--- config.mk ---
export PLATFORM = sky130hd
export DESIGN_NAME = video_field_line_sequencer
export DESIGN_NICKNAME = d
export VERILOG_FILES = /design/src/pkg/line_seq_pkg.sv /design/src/pkg/sc_ctrl_if.sv /design/src/rtl/video_field_line_sequencer.sv /design/src/rtl/subcarrier_synth.sv
export VERILOG_INCLUDE_DIRS = /design/src /design/src/pkg
export SDC_FILE = /design/constraint.sdc
export NUM_CORES = 1
export LEC_CHECK = 0
export ABC_AREA = 1
export BUFFER_PORTS_ARGS = -buffer_cell sky130_fd_sc_hd__buf_2
export CAP_MARGIN = 20
export CORE_MARGIN = 4
export CORE_UTILIZATION = 45
export CTS_BUF_LIST = sky130_fd_sc_hd__clkbuf_16
export CTS_CLUSTER_DIAMETER = 30
export DETAILED_ROUTE_END_ITERATION = 12
export GPL_ROUTABILITY_DRIVEN = 0
export PLACE_DENSITY = 0.71
export SLEW_MARGIN = 20
export SYNTH_ARGS = -nofsm -noshare
export SYNTH_HDL_FRONTEND = slang
export SYNTH_HIERARCHICAL = 1
export SYNTH_SLANG_ARGS = --single-unit
--- constraint.sdc ---
create_clock -name clk_i -period 4.5 [get_ports clk_i]
set_input_delay 0.45 -clock clk_i [delete_from_list [all_inputs] [get_ports clk_i]]
set_output_delay 0.45 -clock clk_i [all_outputs]
set_load 0.01 [all_outputs]
--- src/pkg/line_seq_cfg.svh ---
// Numbering, timing and subcarrier constants of the field/line sequencer.
`ifndef LINE_SEQ_CFG_SVH
`define LINE_SEQ_CFG_SVH

// Clock period and rate.
`define CLK_PS             25000
`define CLK_MHZ            40.0

// Line periods in ns and the derived whole-cycle counts.
`define LINE_NS_525        63556
`define LINE_NS_625        64000
`define LINE_CYC_525       ((`LINE_NS_525 * 1000) / `CLK_PS)
`define LINE_CYC_625       ((`LINE_NS_625 * 1000) / `CLK_PS)

// Last line of each numbering cycle.
`define LAST_LINE_525      11'h20D
`define LAST_LINE_625      11'h4E2

// First line of each field.
`define FIELD1_LINE        11'h001
`define FIELD2_NTSC        11'h108
`define FIELD2_PALM        11'h107
`define FIELD2_625         11'h139
`define FIELD3_625         11'h272
`define FIELD4_625         11'h3AA

// State after reset: the first line boundary lands on line 1, field 1.
`define RESET_LINE         11'h000
`define RESET_FIELD        3'h7

// Subcarrier reset line and phases.
`define SC_RESET_LINE_525  11'h004
`define SC_RESET_LINE_625  11'h001
`define SC_RESET_FIELD     3'h0
`define SC_PHASE_0         32'h0000_0000
`define SC_PHASE_180       32'h8000_0000

// Subcarrier frequencies in MHz and phase steps per clock.
`define FSC_NTSC_MHZ       3.579545455
`define FSC_PAL_MHZ        4.43361875
`define FSC_PALM_MHZ       3.57561189
`define FSC_PALN_MHZ       3.58205625
`define STEP_NTSC  32'($rtoi(`FSC_NTSC_MHZ / `CLK_MHZ * 4294967296.0))
`define STEP_PAL   32'($rtoi(`FSC_PAL_MHZ / `CLK_MHZ * 4294967296.0))
`define STEP_PALM  32'($rtoi(`FSC_PALM_MHZ / `CLK_MHZ * 4294967296.0))
`define STEP_PALN  32'($rtoi(`FSC_PALN_MHZ / `CLK_MHZ * 4294967296.0))

`endif

--- src/pkg/line_seq_pkg.sv ---
// Types shared by the field/line sequencer and its subcarrier synthesizer.
`default_nettype none

package line_seq_pkg;

    typedef enum logic [1:0] {
        std_ntsc    = 2'h0,
        std_pal_bgh = 2'h1,
        std_pal_m   = 2'h2,
        std_pal_n   = 2'h3
    } std_t;

    typedef enum logic [3:0] {
        equalization_line      = 4'h0,
        vertical_sync_line     = 4'h1,
        sync_then_eq_line      = 4'h2,
        eq_then_sync_line      = 4'h3,
        eq_broad_line          = 4'h4,
        black_burst_line       = 4'h5,
        active_video_line      = 4'h6,
        video_then_eq_line     = 4'h7,
        blank_no_burst_line    = 4'h8,
        active_no_burst_line   = 4'h9,
        video_eq_no_burst_line = 4'hA
    } line_kind_t;

    typedef enum logic [1:0] {
        st_count = 2'b01,
        st_hold  = 2'b10
    } seq_state_t;

    typedef struct packed {
        seq_state_t  st;
        logic [11:0] cnt;
        logic [10:0] line;
        logic [2:0]  field_index;
        line_kind_t  kind;
        logic        start;
        logic        hold;
        logic        sc_load;
        logic        sc_rst;
        logic [31:0] sc_val;
        logic [31:0] step;
        logic        ntsc_odd;
        logic [2:0]  eav_sync;
        logic        eav_lvl;
    } seq_reg_t;

    typedef struct packed {
        logic [31:0] acc;
    } synth_reg_t;

endpackage : line_seq_pkg

`default_nettype wire

--- src/pkg/sc_ctrl_if.sv ---
// Control and phase signals between the sequencer and the synthesizer.
`timescale 1ns/1ps
`default_nettype none

interface sc_ctrl_if;
    logic [31:0] step;
    logic        load;
    logic [31:0] load_val;
    logic [9:0]  phase;

    modport ctrl  (output step, output load, output load_val, input phase);
    modport synth (input step, input load, input load_val, output phase);
endinterface : sc_ctrl_if

`default_nettype wire

--- src/rtl/video_field_line_sequencer.sv ---
// Vertical-interval line sequencer and subcarrier synthesizer control.
//
// Functional notes
// - Every output line gets one of the listed line types.
// - With blanking enable set, black-and-burst lines become active video.
// - With blanking enable set, burstless blank lines become burstless video.
// - 625-line PAL: eight fields, 3-bit index, lines 1-1250, 313 starts field 2.
// - 625-line PAL field 1 line types per line ranges.
// - 625-line PAL field 2 line types per line ranges.
// - PAL-M: eight fields of 525-line frames; field 1 line types.
// - PAL-M field 2 line types per line ranges.
// - PAL-M fields 3 and 4 differ at lines 8, 259 and 522.
// - Subcarrier comes from an internal synthesizer with fixed values.
// - Master mode resynchronizes the subcarrier on field 1.
// - Subcarrier phase stays correct across all eight fields.
// - Field 1 reset phases: NTSC 180 at line 4, PAL-M line 4, PAL line 1.
// - Reset phase is relative to the reset line's horizontal reference.
// - Sync-to-burst phase is held at its defined value.
// - NTSC holds the same sync-to-burst phase on every line.
// - Subcarrier frequency chosen per standard; line rate per line count.
// - NTSC: four fields, 2-bit index; field 1 line types.
// - Embedded-sync slave mode holds line end until the next EAV.
`timescale 1ns/1ps
`default_nettype none
`include "line_seq_cfg.svh"

module video_field_line_sequencer (
    // Clock and reset.
    input  wire logic                     clk_i,
    input  wire logic                     rst_b_i,
    // Mode selection.
    input  wire line_seq_pkg::std_t       std_i,
    input  wire logic                     master_mode_i,
    input  wire logic                     blanking_lines_active_enable_i,
    // End-of-active-video marker from the pixel stream decoder.
    input  wire logic                     eav_strobe_i,
    // Line sequence.
    output wire line_seq_pkg::line_kind_t line_type_o,
    output wire logic [2:0]               field_index_o,
    output wire logic [10:0]              line_number_o,
    output wire logic                     line_start_o,
    output wire logic                     eol_hold_o,
    // Subcarrier.
    output wire logic                     sc_reset_o,
    output wire logic [9:0]               sc_phase_o
);
    import line_seq_pkg::*;

    seq_reg_t    cur;
    seq_reg_t    nxt;
    logic        eav_edge;
    logic        boundary;
    logic [11:0] last_cyc;
    sc_ctrl_if   sc ();

    function automatic logic is_625(input std_t s);
        is_625 = (s == std_pal_bgh) || (s == std_pal_n);
    endfunction : is_625

    function automatic logic [31:0] step_of(input std_t s);
        unique case (s)
            std_ntsc:    step_of = `STEP_NTSC;
            std_pal_bgh: step_of = `STEP_PAL;
            std_pal_m:   step_of = `STEP_PALM;
            std_pal_n:   step_of = `STEP_PALN;
        endcase
    endfunction : step_of

    function automatic logic field_start(input std_t s, input logic [10:0] l);
        field_start = (l == `FIELD1_LINE);
        if (s == std_ntsc)
            field_start = field_start || (l == `FIELD2_NTSC);
        else if (s == std_pal_m)
            field_start = field_start || (l == `FIELD2_PALM);
        else
            field_start = field_start || (l == `FIELD2_625) ||
                          (l == `FIELD3_625) || (l == `FIELD4_625);
    endfunction : field_start

    // Line type of line l in field f; line ranges follow each standard's
    // vertical interval, with the blanking enable applied last.
    function automatic line_kind_t classify(input std_t s, input int l,
                                            input logic [2:0] f,
                                            input logic en);
        line_kind_t k;
        int         m;
        logic       b;
        k = active_video_line;
        m = l;
        b = 1'b0;
        if (s == std_ntsc)
        begin
            if (l <= 3 || (l >= 7 && l <= 9) || l == 264 || l == 265 ||
                l == 270 || l == 271)
                k = equalization_line;
            else if ((l >= 4 && l <= 6) || l == 267 || l == 268)
                k = vertical_sync_line;
            else if (l == 266)
                k = eq_then_sync_line;
            else if (l == 269)
                k = sync_then_eq_line;
            else if (l == 272)
                k = eq_broad_line;
            else if ((l >= 10 && l <= 20) || (l >= 273 && l <= 282))
                k = black_burst_line;
            else if (l == 263)
                k = video_then_eq_line;
        end
        else if (s == std_pal_m)
        begin
            if (l <= 3 || l == 264 || l == 265)
                k = vertical_sync_line;
            else if ((l >= 4 && l <= 6) || l == 261 || l == 262 ||
                     l == 267 || l == 268 || l >= 523)
                k = equalization_line;
            else if (l == 266)
                k = sync_then_eq_line;
            else if (l == 263)
                k = eq_then_sync_line;
            else if (l == 269)
                k = eq_broad_line;
            else if (l == 7 || l == 270 || (l == 8 && !f[1]))
                k = blank_no_burst_line;
            else if ((l >= 8 && l <= 17) || (l >= 271 && l <= 279))
                k = black_burst_line;
            else if ((l == 259 && f[1]) || (l == 522 && !f[1]))
                k = active_no_burst_line;
            else if (l == 260)
                k = video_eq_no_burst_line;
        end
        else
        begin
            b = (l > 625);
            m = b ? l - 625 : l;
            if (m <= 2 || m == 314 || m == 315)
                k = vertical_sync_line;
            else if (m == 3)
                k = sync_then_eq_line;
            else if (m == 313)
                k = eq_then_sync_line;
            else if (m == 4 || m == 5 || m == 311 || m == 312 ||
                     m == 316 || m == 317 || m >= 624)
                k = equalization_line;
            else if (m == 318)
                k = eq_broad_line;
            else if ((m == 6 && !b) || (m == 319 && b))
                k = blank_no_burst_line;
            else if ((m >= 6 && m <= 22) || (m >= 319 && m <= 335))
                k = black_burst_line;
            else if ((m == 310 || m == 622) && !b)
                k = active_no_burst_line;
            else if (m == 623)
                k = video_eq_no_burst_line;
        end
        if (en && k == black_burst_line)
            k = active_video_line;
        if (en && k == blank_no_burst_line)
            k = active_no_burst_line;
        classify = k;
    endfunction : classify

    always_comb
    begin
        nxt = cur;
        nxt.start = 1'b0;
        nxt.sc_load = 1'b0;
        nxt.sc_rst = 1'b0;
        nxt.step = step_of(std_i);
        // Marker input: a change counts once the two later stages agree.
        nxt.eav_sync = {cur.eav_sync[1:0], eav_strobe_i};
        eav_edge = 1'b0;
        if (cur.eav_sync[2] == cur.eav_sync[1])
        begin
            nxt.eav_lvl = cur.eav_sync[2];
            eav_edge = cur.eav_sync[2] & ~cur.eav_lvl;
        end
        last_cyc = is_625(std_i) ? 12'(`LINE_CYC_625 - 1)
                                 : 12'(`LINE_CYC_525 - 1);
        boundary = 1'b0;
        unique case (cur.st)
            st_count:
            begin
                if (!master_mode_i && eav_edge)
                    boundary = 1'b1;
                else if (cur.cnt != last_cyc)
                    nxt.cnt = cur.cnt + 12'h001;
                else if (master_mode_i)
                    boundary = 1'b1;
                else
                begin
                    nxt.st = st_hold;
                    nxt.hold = 1'b1;
                end
            end
            st_hold:
            begin
                if (master_mode_i || eav_edge)
                    boundary = 1'b1;
            end
        endcase
        if (boundary)
        begin
            nxt.st = st_count;
            nxt.hold = 1'b0;
            nxt.cnt = 12'h000;
            nxt.start = 1'b1;
            // Line and field counters; the field index wraps to field 1.
            if (cur.line >= (is_625(std_i) ? `LAST_LINE_625 : `LAST_LINE_525))
                nxt.line = `FIELD1_LINE;
            else
                nxt.line = cur.line + 11'h001;
            if (field_start(std_i, nxt.line))
            begin
                if (std_i == std_ntsc)
                    nxt.field_index = {1'b0, cur.field_index[1:0] + 2'h1};
                else
                    nxt.field_index = cur.field_index + 3'h1;
            end
            nxt.kind = classify(std_i, int'(nxt.line), nxt.field_index,
                                blanking_lines_active_enable_i);
            // NTSC has 227.5 subcarrier cycles per line, so the phase at
            // each line start alternates; reloading it every line keeps
            // the sync-to-burst phase exact despite step rounding.
            if (std_i == std_ntsc)
            begin
                nxt.sc_load = 1'b1;
                nxt.sc_val = cur.ntsc_odd ? `SC_PHASE_0 : `SC_PHASE_180;
                nxt.ntsc_odd = ~cur.ntsc_odd;
            end
            if (master_mode_i && nxt.field_index == `SC_RESET_FIELD &&
                nxt.line == (is_625(std_i) ? `SC_RESET_LINE_625
                                           : `SC_RESET_LINE_525))
            begin
                nxt.sc_load = 1'b1;
                nxt.sc_rst = 1'b1;
                nxt.ntsc_odd = (std_i == std_ntsc);
                nxt.sc_val = (std_i == std_ntsc) ? `SC_PHASE_180
                                                 : `SC_PHASE_0;
            end
        end
    end

    always_ff @(posedge clk_i or negedge rst_b_i)
    begin
        if (!rst_b_i)
        begin
            cur <= '0;
            cur.st <= st_count;
            cur.line <= `RESET_LINE;
            cur.field_index <= `RESET_FIELD;
            cur.kind <= equalization_line;
        end
        else
            cur <= nxt;
    end

    // Reloads at the line's horizontal reference fix the sync-to-burst
    // phase; the synthesizer carries it on between loads.
    assign sc.step     = cur.step;
    assign sc.load     = cur.sc_load;
    assign sc.load_val = cur.sc_val;

    subcarrier_synth synth_u (
        .clk_i   (clk_i),
        .rst_b_i (rst_b_i),
        .sc      (sc.synth)
    );

    assign line_type_o   = cur.kind;
    assign field_index_o = cur.field_index;
    assign line_number_o = cur.line;
    assign line_start_o  = cur.start;
    assign eol_hold_o    = cur.hold;
    assign sc_reset_o    = cur.sc_rst;
    assign sc_phase_o    = sc.phase;
endmodule : video_field_line_sequencer

`default_nettype wire

--- src/rtl/subcarrier_synth.sv ---
// Phase-accumulating subcarrier synthesizer with a phase load.
`timescale 1ns/1ps
`default_nettype none

module subcarrier_synth (
    // Clock and reset.
    input  wire logic   clk_i,
    input  wire logic   rst_b_i,
    // Control from the sequencer.
    sc_ctrl_if.synth    sc
);
    import line_seq_pkg::*;

    synth_reg_t cur;
    synth_reg_t nxt;

    // The step holds the standard's frequency offsets, so phase runs on
    // unbroken between loads across all eight fields.
    always_comb
    begin
        nxt = cur;
        if (sc.load)
            nxt.acc = sc.load_val;
        else
            nxt.acc = cur.acc + sc.step;
    end

    always_ff @(posedge clk_i or negedge rst_b_i)
    begin
        if (!rst_b_i)
            cur <= '0;
        else
            cur <= nxt;
    end

    assign sc.phase = cur.acc[31:22];
endmodule : subcarrier_synth

`default_nettype wire

* Word-level counts from Yosys, hierarchy flattened *
Index checks and enable logic that the tools add are counted.

cells by class
  bitwise logic cells = 3
  eq/ne operators = 52
  add/sub/neg operators = 6
  reduce and logical (&&, ||, !) cells = 67
  order comparisons = 22
  mux-type cells = 68

operator list
  cell                  number
  $eq 32x10->1 const B  10
  $eq 11x10->1 const B  16
  $mux 32               5
  $pmux 32 s4           1
  $eq 32x4->1 const B   3
  $mux 4                24
  $mux 68               1
  $eq 32x11->1 const B  2
  $logic_or 1x1->1      37
  $mux 34               1
  $eq 11x9->1 const B   3
  $mux 11               3
  $add 32x32->32        1
  $eq 32x3->1 const B   1
  $ge 32x10->1 const B  1
  $ge 32x11->1 const B  1
  $ge 32x4->1 const B   1
  $le 32x10->1 const B  1
  $le 32x3->1 const B   1
  $le 32x6->1 const B   1
  $mux 14               2
  $mux 3                8
  $ge 11x3->1 const B   2
  $ge 11x4->1 const B   2
  other kinds (42)      90

word-level totals
  word-level logic and storage cells = 233
  flip-flop bits (word level) = 137

* Depth between registers and ports, before layout *
Gate-level depths: netlist (run 1).

  word-level depth = 39
  mapped depth = 38
  mapped depth without buffers = 37

* By module *
Netlist (run 1), hierarchy kept.

modules (own cells, without submodules)
  module                      area each (um^2)  times used  cells an instance  sequential area each (um^2)
  video_field_line_sequencer  4,817.1           1           736                1,356.3
  subcarrier_synth            3,604.7           1           627                800.8

* Worst setup path before layout (run 1) *
OpenSTA, ideal clock, no wires.

  path kind = input to register
  start point = input port std_i[0]
  end point = register cur (netlist bit line_type_o[0])
  cell stages on the path = 32
  data required time = 4,383 ps
  data arrival time = 3,832 ps
  slack = 551 ps
  setup time = 117 ps
  cell sequence = inv_1 -> ha_1 -> a21oi_1 -> o21ai_0 -> a21oi_1 -> nand2_1 -> nor2_2 -> inv_1 -> ha_1 -> inv_1 -> nor2_1 -> nand3_2 -> nand2_4 -> buf_6 -> nand2_2 -> nand2_1 -> inv_2 -> nand3_1 -> nand3b_1 -> or2_0 -> nand2_1 -> nand2_1 -> nand2_1 -> nand2_1 -> nand3_1 -> nand2_1 -> nand2_1 -> nor2_1 -> nand3_1 -> nand2_1 -> nand2_1 -> nand2_1

on the way
  word-level cells in the longest chain between the ends = 36
  elaborated cells between the ends (all ways) = 168
  those cells by class = add/sub (1); order compare (22); eq/ne (45); mux (45); reduce/logical (55)

ends and longest elaborated chain
  what                                                  RTL line                           text
  start, declared                                       video_field_line_sequencer.sv:32   input wire line_seq_pkg::std_t std_i,
  branches (longest 36 deep; another with $ge 32x4->1)  n/a
  end signal, assigned                                  video_field_line_sequencer.sv:254  cur <= nxt;
  end, declared                                         video_field_line_sequencer.sv:49   seq_reg_t cur;

Parallel ways; which one is timed is not known. The select of a mux whose other input is x is not followed.
A chain may end at the register's enable or synchronous reset.

* Worst setup path after layout (run 1) *
  start point = register cur (netlist bit line_number_o[2])
  end point = register cur (netlist bit line_type_o[0])

on the way
  word-level cells in the longest chain between the ends = 33
  elaborated cells between the ends (all ways) = 157
  those cells by class = add/sub (2); order compare (22); eq/ne (41); mux (39); reduce/logical (53)

ends and longest elaborated chain
  what                                                  RTL line                                                              text
  $add 11x1->11 / $ge 11x11->1 (equally long branches)  video_field_line_sequencer.sv:211, video_field_line_sequencer.sv:208
  $mux 11 (*)                                           video_field_line_sequencer.sv:208                                     if (cur.line >= (is_625(std_i) ? `LAST_LINE_625 : `LAST_LINE_525))
  $mux 11 (*)                                           video_field_line_sequencer.sv:201                                     if (boundary)
  branches (longest 21 deep; another with $ge 32x4->1)  n/a
  $mux 4 (*)                                            video_field_line_sequencer.sv:91                                      if (s == std_ntsc)
  $mux 4 (*)                                            video_field_line_sequencer.sv:201
  $eq 4x3->1                                            video_field_line_sequencer.sv:155                                     if (en && k == black_burst_line)
  $logic_and 1x1->1                                     video_field_line_sequencer.sv:155
  $mux 4 (*)                                            video_field_line_sequencer.sv:155
  $mux 4 (*)                                            video_field_line_sequencer.sv:201
  $eq 4x4->1                                            video_field_line_sequencer.sv:157                                     if (en && k == blank_no_burst_line)
  $logic_and 1x1->1                                     video_field_line_sequencer.sv:157
  $mux 4 (*)                                            video_field_line_sequencer.sv:157

Every way passes the cells marked *. The select of a mux whose other input is x is not followed.

==> results of run 1 <==
## worst max-delay path: cells and delay by family (launching register included)
kind	cells	cell delay [ns]
AO/OA/AOI/OAI	4	0.54
AND/OR/NAND/NOR	21	2.08
adder cells (fa/ha/maj)	1	0.34
buffers and inverters	4	0.50
flip-flops	1	0.47
## power groups by stage
stage | Clock [W] | Combinational (W) | Sequential, W
3_5_place_dp | 0 | 0.00341 | 0.00119
5_1_grt | 0.000980 | 0.00400 | 0.00120
3_3_place_gp | 0 | 0.00336 | 0.00119
4_1_cts | 0.000949 | 0.00343 | 0.00118
6_report | 0.000928 | 0.00348 | 0.00118
2_1_floorplan | 0 | 0.00273 | 0.00113
## metrics by stage
stage	power [W]	instance area (um2)
finish	0.00559	9270
global route	0.00618	9270
CTS	0.00556	9240
detailed placement	0.00460	8870
global placement	0.00455	8870
floorplan	0.00386	8560
## flip-flops by register name (all words and copies together) (netlist names)
signal	count
line_number_o	11
line_start_o	1
cur	19
sc.load	1
line_type_o	4
sc.step	14
field_index_o	3
sc_reset_o	1
synth_u/cur	32
## path summary, 6_finish.rpt
path,startpoint,endpoint,slack (ns),cells past startpoint
worst max-delay path,line_number_o[2]$_DFFE_PN0N_,line_type_o[0]$_DFFE_PN0N_,0.42,30
min in group clk_i,eav_strobe_i,cur[1]$_DFF_PN0_,0.20,1
worst min-delay path,rst_b_i,synth_u/cur[9]$_DFF_PN0_,0.09,1
worst max register to register,line_number_o[2]$_DFFE_PN0N_,line_type_o[0]$_DFFE_PN0N_,0.42,30
worst min register to register,cur[1]$_DFF_PN0_,cur[2]$_DFF_PN0_,0.36,0
max in group asynchronous,rst_b_i,field_index_o[2]$_DFFE_PN1N_,3.43,2
## layer usage
layer  up-vias  routed length, um
met4         0                716
met5         -                  0
met3        54               1070
met1      3798               9840
met2       267              10600
li1       4354                  -
## kinds of logic after synthesis
group / synth area share [%]
AND/OR/NAND/NOR: 42.3
buffers and inverters: 12.9
AO/OA/AOI/OAI: 8.87
flip-flops: 25.6
adder cells (fa/ha/maj): 8.53
XOR/XNOR: 1.77
other: 0.0892
## final cells by class
| type | instances | area, um2 | share of cell area (%) |
|---|---|---|---|
| multi-input combinational | 1061 | 5350 | 57.7 |
| sequential | 86 | 2160 | 23.3 |
| inverter | 208 | 781 | 8.43 |
| timing repair buffer | 55 | 323 | 3.48 |
| tap | 229 | 287 | 3.09 |
| clock buffer | 9 | 225 | 2.43 |
| clock inverter | 7 | 145 | 1.57 |
## cell usage in the layout, fill, tap and decap left out, types with 7 or more instances in the layout
cell type	count
nor2_4	8
buf_2	36
clkbuf_16	9
nand2_2	24
nand4_1	23
dfrtp_1	82
nor2_1	111
inv_2	15
nor2_2	13
ha_1	55
nand2_1	481
o21ai_1	12
inv_1	192
o21ai_0	42
xor2_1	7
xnor2_1	10
nand3_1	108
buf_4	19
conb_1	39
a21oi_1	45
nor3_1	17
==> results.txt, run 1 <==
Clock sink count = 86
Hold Crit Class = in -> async
Global route overflow = 0
Drt drc = 0
Std cell rows = 49
Post-synth EDFFs = 0
Die ar. = 21000 um2
Post-DP HPWL = 17.5 mm
CP max stage cell = dfrtp_1
CP max FO = 21
Final max-slew violation count = 0
Seq/Total Area, Yosys = 25.6%
Vias per cell = 5.12
Total placed cells including tap cells = 1639
Ant diodes = 0
Met2 Resource Use GR = 38.1%
Max cap viols = 0
Postcts setup bufs = 0
Synthesis-stage register bit count = 86
Crit start category = flip-flop
Fill cells = 1853
Post-cts resize count = 0
Largest cells by area after synthesis = dfrtp_1, nand2_1, inv_1
Yosys top cell area share = 24.4%
Total number of vias = 8473
Initial Util = 46.3%
Final wirelength = 22.3 mm
Critical path class = reg -> reg
Leakage = 5.20 nW
Top FF cell, synth = dfrtp_1
Syn_area_per_cell = 6.18 um2
Core Area = 18200 um2
P&R area growth vs syn = 10.0%
Hold_ws = 0.0939 ns
Vias in the first global route = 7957
Worst rel slew slack = 44.4%
Final setup TNS = 0 ns
Die span in y = 145 um
Yosys warnings = 6
Place WS = 0.0573 ns
Most frequent cell after synthesis = nand2_1
Final worst-path setup slack = 0.420 ns
Longest Clk Path Bufs = 2
GRT Total Usage = 22.0%
RSZ-0062 raised after global routing = false
Netlist cell types = 54
Layout Skew = 0.0103 ns
Final hold violations = 0
Cell area after synthesis = 8420 um2
Final count of negative-setup-slack endpoints = 0
Peak VDD IR = 257 uV
Tightest Pin Transition = 0.833 ns
Max Clk Rate = 245 MHz
CP Capture Type = flip-flop
CTS H-tree lvls = 3
Drt pass-1 iters = 6
ANT nets after route = 0
Met3 GRT Util = 2.56%
Num CTS Buffers = 9
Slowest stage delay, CP = 0.47 ns
Most frequent CP cell = nand2_1
Non-filler cells in the finished layout = 1655
Post-CTS Hold Buffers = 0
Clock Latency Late Sink = 0.35 ns
Logic pwr share = 62.3%
Port buffer count = 37
DRT iter0 DRCs = 674
Worst EP required = 4.73 ns
Fin crit period = 4.08 ns
Register share of total power = 21.0%
GR Util met1 = 28.1%
Io pins = 38
Area leader, netlist = dfrtp_1
Layout cells sized above 1 = 11.1%
Clock root buffer = clkbuf_16
Net switching fraction of the power = 49.0%
Int Pwr = 0.00285 W
Pwr/cell area = 603 nW/um2
Clock power frac = 16.6%
Final net count = 1484
Final Util = 50.9%
Ys async rst share = 100%
Top Usage Layer GRT = met2
Sw Pwr = 0.00274 W
WL per Instance = 13.5 um
Largest net degree at the start of global routing = 46
CTS tree = yes
Commonest cells post-synth = nand2_1, inv_1, nor2_1
First-pass GRT wire length = 37.4 mm
Initial antenna violation count = 0
Arr. time, crit path = 4.31 ns
DIE WIDTH = 145 um
Clock-pin slew of the registers on the worst-case setup and hold paths = 0.07 ns
Outcome = finished, final reports clean
Synthesized instance count = 1363
Final period util = 90.7%
No activity file was read; power rests on OpenSTA's default activity.
==> run 2: changes to the inputs <==
--- a/config.mk
+++ b/config.mk
@@ -6,7 +6,6 @@
 export SDC_FILE = /design/constraint.sdc
 export NUM_CORES = 1
 export LEC_CHECK = 0
-export ABC_AREA = 1
 export BUFFER_PORTS_ARGS = -buffer_cell sky130_fd_sc_hd__buf_2
 export CAP_MARGIN = 20
 export CORE_MARGIN = 4
@@ -15,7 +14,7 @@
 export CTS_CLUSTER_DIAMETER = 30
 export DETAILED_ROUTE_END_ITERATION = 12
 export GPL_ROUTABILITY_DRIVEN = 0
-export PLACE_DENSITY = 0.71
+export PLACE_DENSITY_LB_ADDON = 0.12
 export SLEW_MARGIN = 20
 export SYNTH_ARGS = -nofsm -noshare
 export SYNTH_HDL_FRONTEND = slang
==> run 2 against run 1 <==
Compared with the run above: largest power group unchanged; the flow now finishes with violations (setup timing); largest cell class unchanged; cell area grew 7.2%; highest routed layer unchanged; utilization is 4.4 points higher; global-route usage grew 2.1 points.
==> results.txt, run 2 <==
GR Util met1 = 32.3%
Longest Clk Path Bufs = 2
Final hold violations = 0
Reg2Reg Depth = 19
Final max-slew violation count = 0
RSZ-0062 raised after global routing = true
Std cell rows = 49
Vias per cell = 5.89
Drt drc = 0
ANT nets after route = 0
Largest Register = synth_u/cur
Layout Skew = 0.0108 ns
Met3 GRT Util = 3.18%
Top FF cell, synth = dfrtp_1
Largest net degree at the start of global routing = 70
Yosys warnings = 6
Hold_ws = 0.213 ns
Synthesized instance count = 1022
Max cap viols = 0
Core Area = 18000 um2
Commonest non-fill, non-tap cell in the layout = nand2_1
Num CTS Buffers = 9
Cell area after synthesis = 8230 um2
Worst rel slew slack = 37.3%
Tightest Pin Transition = 0.941 ns
Failing checks = setup timing
Final period util = 115%
Worst Setup SP = line_number_o[9]$_DFFE_PN0N_
Worst EP required = 4.76 ns
Port buffer count = 37
Layout cells sized above 1 = 23.3%
Total placed cells including tap cells = 1367
Crit path cell chain = ha_4 > nand4b_1 > or4b_4 > o211ai_1 > nor2_2 > inv_2 > ha_4 > or4b_4 > o31ai_4 > a21boi_2 > nand4_1 > o21a_4 > nand2_4 > o221ai_2 > or4b_4 > or4b_4 > a41o_1 > or3b_1 > a41oi_2
Slowest stage delay, CP = 0.58 ns
Pwr/cell area = 576 nW/um2
Fin crit period = 5.16 ns
Outcome = complete, but fails checks
First-pass GRT wire length = 40.2 mm
Most frequent cell after synthesis = nand2_1
Io pins = 38
Final net count = 1227
Clock sink count = 86
CP max stage cell = or4b_4
Final wirelength = 24.9 mm
CP max FO = 5
Final count of negative-setup-slack endpoints = 4
Largest cells by area after synthesis = dfrtp_1, ha_1, nand2_1
Final worst-path setup slack = -0.663 ns
Post-CTS Hold Buffers = 0
Seq/Total Area, Yosys = 26.2%
Fill cells = 1712
Min-Delay Path Depth = 1
Total number of vias = 8240
Clock root buffer = clkbuf_16
Commonest cells post-synth = nand2_1, dfrtp_1, o21ai_0
Post-DP HPWL = 18.8 mm
Worst R2R End = line_type_o[1]$_DFFE_PN0N_
CTS tree = yes
Max Clk Rate = 194 MHz
Ant diodes = 0
Hold Path Sink = cur[1]$_DFF_PN0_
Yosys top cell area share = 24.9%
Post-synth EDFFs = 0
Max reg flops = 32
Commonest cells after routing, fill and taps aside = nand2_1, buf_4, dfrtp_1
Ys async rst share = 100%
Global route overflow = 0
Netlist cell types = 100
Hold Crit Class = in -> reg
Leakage = 4.28 nW
Crit start category = flip-flop
DRT iter0 DRCs = 841
Critical path class = reg -> reg
Syn_area_per_cell = 8.05 um2
Drt pass-1 iters = 5
Die ar. = 20500 um2
Clock-pin slew of the registers on the worst-case setup and hold paths = 0.06 ns
Synthesis-stage register bit count = 86
P&R area growth vs syn = 20.8%
Vias in the first global route = 7862
Hold Path Origin = eav_strobe_i
CP Capture Type = flip-flop
Most frequent CP cell = or4b_4
R2R Setup Slk = -0.66 ns
WL per Instance = 17.8 um
Initial Util = 45.8%
Clock Latency Late Sink = 0.34 ns
Arr. time, crit path = 5.42 ns
Peak VDD IR = 333 uV
Die span in y = 143 um
GRT Total Usage = 24.2%
Reg-to-reg startpoint = line_number_o[9]$_DFFE_PN0N_
Area leader, netlist = dfrtp_1
DIE WIDTH = 143 um
Initial antenna violation count = 0
Met2 Resource Use GR = 40.6%
CTS H-tree lvls = 3
Non-filler cells in the finished layout = 1398
Top Usage Layer GRT = met2
[run 2: cell count changes after synthesis, sizes merged, moves of 15 or more]
cell	previous run	this run
nor2	132	73
o21ai	59	91
buf	36	51
xnor2	10	37
nand2	510	138
inv	207	33
nand3	114	34
xor2	7	22
a21oi	47	68
and3	1	16
[run 2: report_power, final]
| group | leakage [nW] | total [W] | switching [W] | internal [W] |
|---|---|---|---|---|
| combinational | 3.09 | 0.00376 | 0.00221 | 0.00156 |
| clock | 0.154 | 0.000796 | 0.000313 | 0.000483 |
| sequential | 1.04 | 0.00117 | 0.000142 | 0.00102 |
[run 2: layout make-up]
| type | count | area (um2) | area share [%] |
|---|---|---|---|
| Tap cell | 229 | 287 | 2.88 |
| Clock inverter | 7 | 91.3 | 0.919 |
| Multi-Input combinational cell | 868 | 5870 | 59.1 |
| Timing Repair Buffer | 165 | 1170 | 11.8 |
| Clock buffer | 9 | 225 | 2.27 |
| Sequential cell | 86 | 2160 | 21.7 |
| Inverter | 34 | 131 | 1.32 |
[run 2: stage by stage]
| stage | worst slack (ns) | cell area [um2] | power, W | utilization, % | setup TNS (ns) |
|---|---|---|---|---|---|
| CTS | -0.621 | 9830 | 0.00566 | 54.7 | -1.85 |
| global placement | -1.02 | 9310 | 0.00473 | 51.8 | -3.34 |
| floorplan | -1.13 | 8430 | 0.00376 | - | -3.34 |
| global route | -0.877 | 9940 | 0.00617 | 55.3 | -2.84 |
| finish | -0.663 | 9940 | 0.00572 | 55.3 | -1.98 |
| detailed placement | -1.09 | 9310 | 0.00473 | 51.8 | -3.68 |
[run 2: worst max-delay path by stage]
stage,to,cells past startpoint
detailed placement,line_type_o[1]$_DFFE_PN0N_,21
finish,line_type_o[1]$_DFFE_PN0N_,19
global placement,line_type_o[1]$_DFFE_PN0N_,21
global route,line_type_o[1]$_DFFE_PN0N_,22
CTS,line_type_o[1]$_DFFE_PN0N_,21
floorplan,line_type_o[1]$_DFFE_PN0N_,21
[run 2: worst max-delay path: cells and delay by family (launching register included)]
kind                       cells  cell delay [ns]
adders and majority gates      2             0.42
and+or+nand+nor                9             2.92
buffers and inverters          1             0.09
DFF                            1             0.41
AOI/OAI and AO/OA              7             1.23
[run 2: logic make-up (layout without fill, tap and decap cells)]
logic type | after synthesis | after routing | share of synthesized area (%)
AOI/OAI and AO/OA | 305 | 305 | 26.0
xor gates and xnor gates | 59 | 59 | 6.37
adders and majority gates | 57 | 57 | 8.73
buffers and inverters | 106 | 215 | 6.95
DFF | 86 | 86 | 26.2
muxes | 11 | 11 | 1.44
other | 2 | 40 | 0.0913
and+or+nand+nor | 396 | 396 | 24.3
[run 2: repair_timing]
action | CTS | global route
setup buffers | 10 | 5
endpoints found under the setup margin | 4 | 7
pin swaps | 10 | 7
resized for setup | 23 | 14
[run 2: routing by layer]
layer / part of all wire, % / routed length (um)
met5: 0 / 0
met4: 2.7 / 663
met3: 5.6 / 1390
met2: 48 / 11900
met1: 44 / 10900
==> run 3: changes to the inputs <==
--- a/config.mk
+++ b/config.mk
@@ -8,7 +8,6 @@
 export LEC_CHECK = 0
 export BUFFER_PORTS_ARGS = -buffer_cell sky130_fd_sc_hd__buf_2
 export CAP_MARGIN = 20
-export CORE_MARGIN = 4
 export CORE_UTILIZATION = 45
 export CTS_BUF_LIST = sky130_fd_sc_hd__clkbuf_16
 export CTS_CLUSTER_DIAMETER = 30
==> run 3 against run 2 <==
Compared with the run above: the flow still finishes with violations (setup timing); die area decreased by 8.2%; clock power grew 1%; clock-buffer cell count unchanged; maximum frequency is 1.4% lower; critical path depth unchanged; utilization increased by 0.63 points; power increased by 1.4%; sequential share of layout area shrank 0.25 points; cell count grew 1.1%; cell area is 1.1% higher; combinational power is 2% higher; largest cell class unchanged; highest routed layer unchanged.
==> results.txt, run 3 (synthesized netlist as in run 2, its figures left out) <==
Clock root buffer = clkbuf_16
Commonest cells after routing, fill and taps aside = buf_4, nand2_1, dfrtp_1
Die ar. = 18800 um2
Final wirelength = 24.6 mm
Largest net degree at the start of global routing = 61
CTS H-tree lvls = 3
Final count of negative-setup-slack endpoints = 4
Fill cells = 1713
Int Pwr = 0.00311 W
Outcome = complete, but fails checks
Peak VDD IR = 324 uV
Drt drc = 0
Crit path cell chain = ha_4 > nand4b_1 > or4b_4 > o211ai_1 > nor2_2 > inv_2 > ha_4 > or4b_4 > o31ai_4 > a21boi_2 > nand4_1 > nand3_1 > nor2_1 > or2_1 > or4b_4 > or4b_4 > a41o_1 > or3b_1 > a41oi_2
WL per Instance = 17.4 um
CP Capture Type = flip-flop
Arr. time, crit path = 5.51 ns
Final setup TNS = -2.18 ns
Largest Register = synth_u/cur
RSZ-0062 raised after global routing = true
Initial antenna violation count = 0
Core Area = 18000 um2
Logic pwr share = 65.9%
ANT nets after route = 0
R2R Setup Slk = -0.74 ns
Register share of total power = 20.2%
Initial Util = 45.8%
Layout Skew = 0.0100 ns
Leakage = 4.35 nW
Crit start category = flip-flop
Clock sink count = 86
Pwr/cell area = 577 nW/um2
Clock power frac = 13.9%
Num CTS Buffers = 9
Layout cells sized above 1 = 24.2%
P&R area growth vs syn = 22.1%
CP max FO = 5
Worst rel slew slack = 36.3%
Commonest non-fill, non-tap cell in the layout = buf_4
Port buffer count = 37
Clock-pin slew of the registers on the worst-case setup and hold paths = 0.07 ns
Final period util = 116%
Max reg flops = 32
DRT iter0 DRCs = 714
Longest Clk Path Bufs = 2
Max Clk Rate = 191 MHz
Io pins = 38
Place WS = -1.13 ns
DIE WIDTH = 137 um
Slowest stage delay, CP = 0.59 ns
Reg-to-reg startpoint = line_number_o[10]$_DFFE_PN0N_
Failing checks = setup timing
Post-DP HPWL = 18.5 mm
Vias per cell = 5.82
Tightest Pin Transition = 0.955 ns
Hold Crit Class = in -> async
Drt pass-1 iters = 5
CTS tree = yes
Max cap viols = 0
Post-CTS Hold Buffers = 0
Worst R2R End = line_type_o[1]$_DFFE_PN0N_
Final max-slew violation count = 0
Global route overflow = 0
CP max stage cell = or4b_4
Worst Setup EP = line_type_o[1]$_DFFE_PN0N_
Final hold violations = 0
Total number of vias = 8230
Clock Latency Late Sink = 0.35 ns
Final worst-path setup slack = -0.738 ns
Worst Setup SP = line_number_o[10]$_DFFE_PN0N_
First-pass GRT wire length = 39.4 mm
Die span in y = 137 um
Std cell rows = 49
Final net count = 1242
Sw Pwr = 0.00269 W
Worst EP required = 4.77 ns
Most frequent CP cell = or4b_4
Fin crit period = 5.24 ns
Ant diodes = 0
Net switching fraction of the power = 46.4%
Reg2Reg Depth = 19
GRT Total Usage = 26.8%
Vias in the first global route = 7576
Critical path class = reg -> reg
-- run 3: changes by cell type in the layout (fill, tap and decap cells not counted), sizes merged --
| cell | before | now |
|---|---|---|
| clkinv | 2 | 5 |
| inv | 34 | 33 |
| clkinvlp | 3 | 1 |
| buf | 165 | 180 |
-- run 3: critical path, delay by kind of cell, from the launching register on --
kind	cells	cell delay [ns]
buffers and inverters	1	0.09
AOI/OAI and AO/OA	5	0.96
DFF	1	0.41
and+or+nand+nor	11	3.28
adders and majority gates	2	0.42
-- run 3: stage by stage --
stage,utilization (%),hold slack (ns),cells,total power [W],instance area [um2]
after global routing,56.0,0.195,1413,0.00625,10100
after detailed placement,52.1,0.338,1376,0.00475,9360
after CTS,55.3,0.192,1407,0.00572,9940
final,56.0,0.173,1413,0.00580,10100
after floorplan,-,0.154,1060,0.00376,8430
after global placement,52.1,0.334,1376,0.00474,9360
-- run 3: worst min path at each step --
stage,depth (start not counted),startpoint,slack [ns],endpoint
final,1,rst_b_i,0.17,synth_u/cur[23]$_DFF_PN0_
after global routing,1,eav_strobe_i,0.20,cur[1]$_DFF_PN0_
after CTS,1,eav_strobe_i,0.19,cur[1]$_DFF_PN0_
after detailed placement,0,cur[1]$_DFF_PN0_,0.34,cur[2]$_DFF_PN0_
after global placement,0,cur[1]$_DFF_PN0_,0.33,cur[2]$_DFF_PN0_
after floorplan,0,rst_b_i,0.15,cur[0]$_DFFE_PN0N_
-- run 3: final cells by class --
| type | instances | area [um2] | share of cell area (%) |
|---|---|---|---|
| repair buffers | 180 | 1270 | 12.7 |
| multi-input cells | 868 | 5880 | 58.5 |
| inverters | 34 | 131 | 1.31 |
| flip-flops and latches | 86 | 2160 | 21.5 |
| clock inverters | 7 | 90.1 | 0.896 |
| well taps | 229 | 287 | 2.85 |
| clock buffers | 9 | 225 | 2.24 |
-- run 3: layer usage --
metal | vias up | track usage [%] | wire length (um)
met3 | 57 | 3.68 | 1210
met1 | 3917 | 35.3 | 11000
li1 | 4011 | - | -
met2 | 245 | 44.2 | 11700
met5 | - | 0 | 0
met4 | 0 | 10.6 | 700
-- run 3: timing repair --
action	4_1_cts	5_1_grt
buffers inserted	15	14
gates resized for setup	25	14
setup endpoints to repair	4	9
pin swaps	18	18
-- run 3: power by group through the flow --
| stage | Combinational, W | Clock, W | Sequential [W] |
|---|---|---|---|
| global placement | 0.00356 | 0 | 0.00118 |
| detailed placement | 0.00357 | 0 | 0.00119 |
| global route | 0.00419 | 0.000849 | 0.00121 |
| finish | 0.00383 | 0.000807 | 0.00117 |
| floorplan | 0.00261 | 0 | 0.00115 |
| CTS | 0.00372 | 0.000825 | 0.00118 |
